File: src/kbl_regs.svh
// Constants of the keyboard serial link: word layout, queue size, timing counts.
// Assumes a 50 MHz mclk on both ends.
`ifndef KBL_REGS_SVH
`define KBL_REGS_SVH
`define KBL_CLK_MHZ     50
`define KBL_DATA_BITS   8
`define KBL_KEY_BITS    7
`define KBL_NUM_KEYS    128
`define KBL_STOP_IDX    4'h8
`define KBL_STOP_VAL    1'b1
`define KBL_CLOSE_BIT   7
`define KBL_QDEPTH      16
`define KBL_QPTR_BITS   4
`define KBL_HOLD_EXIT   5'h08
`define KBL_SCAN_NS     1000
`define KBL_SCAN_CYC    ((`KBL_SCAN_NS * `KBL_CLK_MHZ) / 1000)
`define KBL_TMO_US      100
`define KBL_TMO_CYC     (`KBL_TMO_US * `KBL_CLK_MHZ)
`define KBL_GAP_US      40
`define KBL_GAP_CYC     (`KBL_GAP_US * `KBL_CLK_MHZ)
`define KBL_ABORT_CYC   (2 * `KBL_GAP_CYC)
`endif

File: src/kbl_pkg.sv
// Types shared by both ends of the keyboard serial link.
// Assumes kbl_regs.svh for the numeric constants.
`include "kbl_regs.svh"
package kbl_pkg;
  typedef logic [`KBL_DATA_BITS-1:0] kbl_byte_t;
  typedef logic [`KBL_KEY_BITS-1:0]  kbl_key_t;
  // Keyboard sender, Gray along idle -> present -> release
  typedef enum logic [1:0] {
    KBL_K_IDLE    = 2'b00,
    KBL_K_PRESENT = 2'b01,
    KBL_K_RELEASE = 2'b11,
    KBL_K_ABORT   = 2'b10
  } kbl_kstate_t;
  // Host receiver
  typedef enum logic {
    KBL_H_WAIT = 1'b0,
    KBL_H_HELD = 1'b1
  } kbl_hstate_t;
endpackage

File: src/kbl_link_if.sv
// Three-line link between keyboard and host: serial data, ready, acknowledge.
// All lines are single-direction; the testbench joins the two ends here.
`timescale 1ns/1ps
interface kbl_link_if;
  logic sd;
  logic rdy;
  logic ack;
  modport kbd (
    output sd,
    output rdy,
    input  ack
  );
  modport host (
    input  sd,
    input  rdy,
    output ack
  );
endinterface

File: src/kbl_kbd_end.sv
// Keyboard end of the link: key scanner, event queue and bit-serial sender.
// Assumes key_down is synchronous to mclk and the host keeps the ack handshake.
`timescale 1ns/1ps
`include "kbl_regs.svh"
module kbl_kbd_end #(
  parameter int unsigned TMO_CYC = `KBL_TMO_CYC
) (
  // Clock and reset
  input  wire logic                     mclk,
  input  wire logic                     rstn,
  // Key matrix, one level per key, high while closed
  input  wire logic [`KBL_NUM_KEYS-1:0] key_down,
  // Link
  kbl_link_if.kbd                       lnk,
  // Status
  output logic                          holdoff,
  output logic                          retry,
  output logic                          sent
);
  import kbl_pkg::*;

  localparam int unsigned QW         = `KBL_QPTR_BITS;
  localparam logic [QW:0] QFULL      = (QW+1)'(`KBL_QDEPTH);
  localparam logic [5:0]  SCAN_LAST  = 6'(`KBL_SCAN_CYC - 1);
  localparam logic [15:0] TMO_LAST   = 16'(TMO_CYC - 1);
  localparam logic [15:0] ABORT_LAST = 16'(`KBL_ABORT_CYC - 1);

  // Queue
  kbl_byte_t   q_mem [`KBL_QDEPTH];
  logic [QW:0] wr_q;
  logic [QW:0] rd_q;
  logic [QW:0] fill;
  logic        q_empty;
  logic        q_full;
  logic        push;
  logic        pop;

  // Scanner
  logic [5:0]               div_q;
  logic                     scan_tick;
  kbl_key_t                 idx_q;
  logic [`KBL_NUM_KEYS-1:0] seen_q;
  logic                     change;

  // Sender
  kbl_kstate_t state_q;
  kbl_kstate_t state_d;
  logic [8:0]  word_q;
  logic [3:0]  bit_q;
  logic [15:0] cnt_q;
  logic        load;
  logic        step;
  logic        abort;
  logic        tmo_hit;
  logic        sd_q;
  logic        rdy_q;

  assign fill    = wr_q - rd_q;
  assign q_empty = (wr_q == rd_q);
  assign q_full  = (fill == QFULL);

  assign lnk.sd  = sd_q;
  assign lnk.rdy = rdy_q;

  // One key is examined per scan tick
  always_ff @(posedge mclk) begin
    if (!rstn) begin
      div_q <= 6'h00;
    end else if (div_q == SCAN_LAST) begin
      div_q <= 6'h00;
    end else begin
      div_q <= div_q + 6'h01;
    end
  end

  assign scan_tick = (div_q == SCAN_LAST);
  assign change    = key_down[idx_q] != seen_q[idx_q];

  // Blocked change stays unreported in seen_q, so it is picked up later
  assign push = scan_tick && change && !q_full && !holdoff;

  always_ff @(posedge mclk) begin
    if (!rstn) begin
      idx_q <= 7'h00;
    end else if (scan_tick) begin
      idx_q <= idx_q + 7'h01;
    end
  end

  // Last reported state of each key
  always_ff @(posedge mclk) begin
    if (!rstn) begin
      seen_q <= '0;
    end else if (push) begin
      seen_q[idx_q] <= key_down[idx_q];
    end
  end

  // Hold-off: entered on overflow, left once the queue is down to 8 entries or fewer
  always_ff @(posedge mclk) begin
    if (!rstn) begin
      holdoff <= 1'b0;
    end else if (scan_tick && change && q_full) begin
      holdoff <= 1'b1;
    end else if (fill <= `KBL_HOLD_EXIT) begin
      holdoff <= 1'b0;
    end
  end

  // Event queue; entry is close flag over key number
  always_ff @(posedge mclk) begin
    if (push) begin
      q_mem[wr_q[QW-1:0]] <= {key_down[idx_q], idx_q};
    end
  end

  always_ff @(posedge mclk) begin
    if (!rstn) begin
      wr_q <= '0;
    end else if (push) begin
      wr_q <= wr_q + (QW+1)'(1);
    end
  end

  always_ff @(posedge mclk) begin
    if (!rstn) begin
      rd_q <= '0;
    end else if (pop) begin
      rd_q <= rd_q + (QW+1)'(1);
    end
  end

  assign tmo_hit = (cnt_q >= TMO_LAST);

  always_comb begin
    state_d = state_q;
    load    = 1'b0;
    step    = 1'b0;
    abort   = 1'b0;
    pop     = 1'b0;
    case (state_q)
      KBL_K_IDLE: begin
        if (!q_empty) begin
          state_d = KBL_K_PRESENT;
          load    = 1'b1;
        end
      end
      KBL_K_PRESENT: begin
        if (lnk.ack) begin
          state_d = KBL_K_RELEASE;
        end else if (tmo_hit) begin
          state_d = KBL_K_ABORT;
          abort   = 1'b1;
        end
      end
      KBL_K_RELEASE: begin
        if (!lnk.ack) begin
          if (bit_q == `KBL_STOP_IDX) begin
            state_d = KBL_K_IDLE;
            pop     = 1'b1;
          end else begin
            state_d = KBL_K_PRESENT;
            step    = 1'b1;
          end
        end else if (tmo_hit) begin
          state_d = KBL_K_ABORT;
          abort   = 1'b1;
        end
      end
      KBL_K_ABORT: begin
        // Quiet gap long enough for the host to drop its partial word
        if (!lnk.ack && cnt_q >= ABORT_LAST) begin
          state_d = KBL_K_IDLE;
        end
      end
      default: state_d = KBL_K_IDLE;
    endcase
  end

  always_ff @(posedge mclk) begin
    if (!rstn) begin
      state_q <= KBL_K_IDLE;
    end else begin
      state_q <= state_d;
    end
  end

  // Counts time spent in the current handshake phase
  always_ff @(posedge mclk) begin
    if (!rstn) begin
      cnt_q <= 16'h0000;
    end else if (state_d != state_q || step) begin
      cnt_q <= 16'h0000;
    end else if (cnt_q != 16'hFFFF) begin
      cnt_q <= cnt_q + 16'h0001;
    end
  end

  // Word is stop bit over the data byte; head stays queued until popped
  always_ff @(posedge mclk) begin
    if (!rstn) begin
      word_q <= 9'h000;
      bit_q  <= 4'h0;
    end else if (load) begin
      word_q <= {`KBL_STOP_VAL, q_mem[rd_q[QW-1:0]]};
      bit_q  <= 4'h0;
    end else if (step) begin
      bit_q  <= bit_q + 4'h1;
    end
  end

  // Data line changes only when a new bit is presented
  always_ff @(posedge mclk) begin
    if (!rstn) begin
      sd_q <= 1'b0;
    end else if (load) begin
      sd_q <= q_mem[rd_q[QW-1:0]][0];
    end else if (step) begin
      sd_q <= word_q[bit_q + 4'h1];
    end
  end

  always_ff @(posedge mclk) begin
    if (!rstn) begin
      rdy_q <= 1'b0;
    end else begin
      rdy_q <= (state_d == KBL_K_PRESENT);
    end
  end

  always_ff @(posedge mclk) begin
    if (!rstn) begin
      retry <= 1'b0;
      sent  <= 1'b0;
    end else begin
      retry <= abort;
      sent  <= pop;
    end
  end
endmodule

File: src/flat_wrapper.sv
// flat-port wrapper written by rule: the top's interface ports become plain ports
module kbl_kbd_end_flat import kbl_pkg::*;
#(
  parameter int unsigned TMO_CYC = `KBL_TMO_CYC
)
  (mclk, rstn, key_down, holdoff, retry, sent, lnk_sd, lnk_rdy, lnk_ack);
  kbl_link_if lnk_i ();
  input  wire logic mclk;
  input  wire logic rstn;
  input  wire logic [`KBL_NUM_KEYS-1:0] key_down;
  output logic holdoff;
  output logic retry;
  output logic sent;
  output wire logic [$bits(lnk_i.sd)-1:0] lnk_sd;
  output wire logic [$bits(lnk_i.rdy)-1:0] lnk_rdy;
  input wire logic [$bits(lnk_i.ack)-1:0] lnk_ack;
  assign lnk_sd = lnk_i.sd;
  assign lnk_rdy = lnk_i.rdy;
  assign lnk_i.ack = lnk_ack;
  kbl_kbd_end #(.TMO_CYC(TMO_CYC)) u_core (.mclk(mclk), .rstn(rstn), .key_down(key_down), .lnk(lnk_i), .holdoff(holdoff), .retry(retry), .sent(sent));
endmodule
File: config.mk
export PLATFORM = sky130hd
export DESIGN_NAME = kbl_kbd_end_flat
export DESIGN_NICKNAME = d
export VERILOG_FILES = /design/src/kbl_pkg.sv /design/src/kbl_link_if.sv /design/src/kbl_kbd_end.sv /design/src/flat_wrapper.sv
export VERILOG_INCLUDE_DIRS = /design/src
export SDC_FILE = /design/constraint.sdc
export NUM_CORES = 1
export LEC_CHECK = 0
export ABC_AREA = 1
export BUFFER_PORTS_ARGS = -buffer_cell sky130_fd_sc_hd__buf_2
export CAP_MARGIN = 20
export CORE_UTILIZATION = 55
export CTS_CLUSTER_DIAMETER = 150
export DETAILED_ROUTE_END_ITERATION = 6
export GPL_ROUTABILITY_DRIVEN = 0
export PLACE_DENSITY = 0.74
export SKIP_LAST_GASP = 1
export SLEW_MARGIN = 20
export SYNTH_ARGS = -nofsm -noshare
export SYNTH_HDL_FRONTEND = slang
export SYNTH_SLANG_ARGS = --single-unit
File: constraint.sdc
create_clock -name mclk -period 8.81 [get_ports mclk]
set_clock_uncertainty 0.2 [all_clocks]
set_input_delay 0 -clock mclk [delete_from_list [all_inputs] [get_ports mclk]]
set_output_delay 0 -clock mclk [all_outputs]
set_load 0.005 [all_outputs]
==> impl_metrics.yaml <==
power_and_ir_drop:
  leakage_nw: 8.44
  seq_power_share: 0.481
  switching_share: 0.211
  net-switching-power_mw: 0.669
  combPwrFrac: 0.035
  irDropWorstVdd_mv: 0.152
  powerDensity_mw_per_mm2: 159
  power_mw: 3.18
  internal_power_mw: 2.51
  power_frac_clock: 0.484
timing:
  setup_viol: 0
  rsz0062_at_grt: "no"
  slew_violations: 0
  fin_setup_tns_ns: 0
  hold_viol_final: 0
  max_freq_ghz: 0.171
  max_slew_margin: 0.311
  period_needed_ns: 5.84
  max_slew.worst_pin.slew_ns: 1.03
  fin_crit_sh: 0.663
  setup_ws_ns: 2.97
floorplanning:
  die-area_mm2: 0.0334
  die_y_um: 183
  ios: 136
  core_mm2: 0.0318
  die_w_um: 183
  initial_core_util: 0.565
  rows: 65
global_route:
  overflow: 0
  grt_pass1_wl_um: 83600
  grt_start_max_net_pins: 91
  grt_pass1_vias: 16700
  grt_usage: 0.307
  antenna_found_initial: 0
setup_path:
  critical_path_arrival_ns: 5.79
  start_kind: "flip-flop"
  cp.required_ns: 8.76
  crit_path_end_kind: "flip-flop"
  startpoint: "u_core.idx_q[1]"
  crit_type: "flip-flop to flip-flop"
  reg2reg_slack_ns: 2.97
  reg2reg_from: "u_core.idx_q[1]"
  path_max_fanout: 59
synth:
  ys.warnings.count: 0
  ys_ff_latch: 319
  synth-seq-area-share: 0.427
  avgSynthCellArea_um2: 6.64
  syn-num-nets: 2851
  synth_cells: 2705
  synth_area_mm2: 0.0180
  synth_cell_types: 37
routing:
  drt_pass1_iterations: 6
  m1WireLength_um: 21300
  top_layer: "met4"
  dr_wl_met3_um: 3780
  wl_met2_um: 24500
  postRouteWirelength_um: 51100
  drc: 0
  first_iter_violations: 1823
  antenna_left: 0
  routed-via-count: 17700
  wl_per_cell_um: 15.9
  vias_per_cell: 5.51
final_layout:
  finalNonFillerCells: 3207
  layout_common_cells: "817 x nand2_1, 702 x nor2_1, 279 x inv_1"
  final_nets: 2893
  post-route-util: 0.626
  drive_above_1_share: 0.0844
  diodes: 0
  final_common_cell: "nand2_1"
  syn2layout_area_growth_pct: 10.9
clocking:
  htreeDepth: 2
  cts_setup_buffers: 0
  cts_made_buffers: 35
  hold_buffers: 2
  clockRootBuffer: "clkbuf_16"
  cts_buffer_depth: 3
  clkLatencyLatePin_ns: 0.52
  clk_pin_slew_worst_paths_ns: 0.06
  cts-resized-gates: 0
  cts.sinks: 319
  cts_tree: "done"
worst_hold_path:
  hold_path.class: "primary input to flip-flop"
  worstHoldStart: "lnk_ack"
placement:
  portBuffers: 135
  placed_cells: 3143
  hpwl_um: 31700
  dp_slack_ns: 3.01
flow_run:
  maxCapViolCount: 0
status:
  status: "finished clean"
[state kept, by name, indices dropped and copies added (netlist names), named ones only]
signal and flops:
u_core.word_q 9, u_core.seen_q 128, u_core.wr_q 5, u_core.sent 1, u_core.cnt_q 16, u_core.state_q 2
u_core.lnk.sd 1, u_core.rd_q 5, u_core.holdoff 1, u_core.q_mem 128, u_core.bit_q 4, u_core.lnk.rdy 1
u_core.retry 1, u_core.idx_q 7, u_core.div_q 6
[layer usage]
layer | global-route usage | vias up
li1 | - | 8601
met1 | 0.402 | 8236
met2 | 0.525 | 710
met3 | 0.0349 | 115
met4 | 0.109 | 0
met5 | 0 | -
[power by group through the flow]
stage               logic [mW]  registers, mW  clock network [mW]
CTS                      0.109           1.53                1.55
floorplan               0.0603           1.56                   0
finish                   0.110           1.53                1.54
global route             0.122           1.53                1.61
global placement         0.106           1.56                   0
detailed placement       0.107           1.56                   0
[final timing paths]
kind	cells after the start	end
max	15	u_core.q_mem[0][4]
min	5	u_core.retry
max reg2reg	15	u_core.q_mem[0][4]
min reg2reg	1	u_core.div_q[0]
[worst max-delay path: stages, from the launching register on]
cell,delay [ns]
dfxtp_2,0.73
buf_4,0.58
nor2_1,0.30
nand3_1,0.17
nand2_1,0.06
nor2_1,0.12
nor2_1,0.05
nor2_1,0.11
nand2_1,0.06
nand2_1,0.07
nand4_1,0.61
nand2_1,0.35
nand4_4,0.76
inv_2,0.45
nand2_1,0.19
nor2_1,0.62
[layout make-up]
cell class	count	area (um^2)
tap	435	544
clock inverter	12	178
timing repair buffer	157	848
clock buffer	50	1030
multi-input combinational	1949	8570
inverter	285	1070
fill	2867	11900
sequential	319	7670
[cells in the mapped netlist]
cell type / n / area [um^2]
nor4_1: 2 / 12.5
nor2_2: 3 / 18.8
nor3b_1: 2 / 15.0
o311ai_0: 1 / 8.76
o31ai_1: 1 / 7.51
o21ai_0: 59 / 295
buf_1: 34 / 128
nand2_1: 817 / 3070
o211ai_1: 6 / 45.0
xnor2_1: 5 / 43.8
o22ai_1: 2 / 12.5
nand3_1: 56 / 280
o21a_1: 1 / 7.51
nand4_1: 136 / 851
nor2_1: 704 / 2640
a32oi_1: 1 / 8.76
inv_2: 4 / 15.0
or2_2: 6 / 37.5
clkinv_1: 2 / 7.51
a21oi_1: 32 / 160
nand4_2: 1 / 12.5
o221ai_1: 26 / 228
edfxtp_1: 128 / 3840
xor2_1: 14 / 123
dfxtp_1: 191 / 3820
o32ai_1: 6 / 52.6
ha_1: 15 / 188
a31oi_1: 1 / 6.26
o21ai_1: 9 / 45.0
nor3_1: 10 / 50.1
inv_1: 279 / 1050
buf_2: 61 / 305
a2111oi_0: 1 / 8.76
mux2i_1: 26 / 260
clkbuf_1: 48 / 180
a31o_2: 6 / 52.6
buf_4: 9 / 67.6
[cells by family (layout without fill, tap and decap cells)]
group,Yosys count,after routing,share of synthesized area
adder cells (fa/ha/maj),15,15,0.0105
XOR/XNOR,19,19,0.00927
buffers and inverters,437,504,0.0975
multiplexers,26,26,0.0145
AO/OA/AOI/OAI,152,152,0.0523
flip-flops,319,319,0.427
AND/OR/NAND/NOR,1737,1737,0.389
[per-stage QoR]
stage	hold WS (ns)	instance area, um^2
floorplan	0.0567	18000
global placement	0.180	18700
detailed placement	0.178	18700
CTS	0.238	19900
global route	0.297	19900
finish	0.245	19900
(Power assumes the default switching activity.)
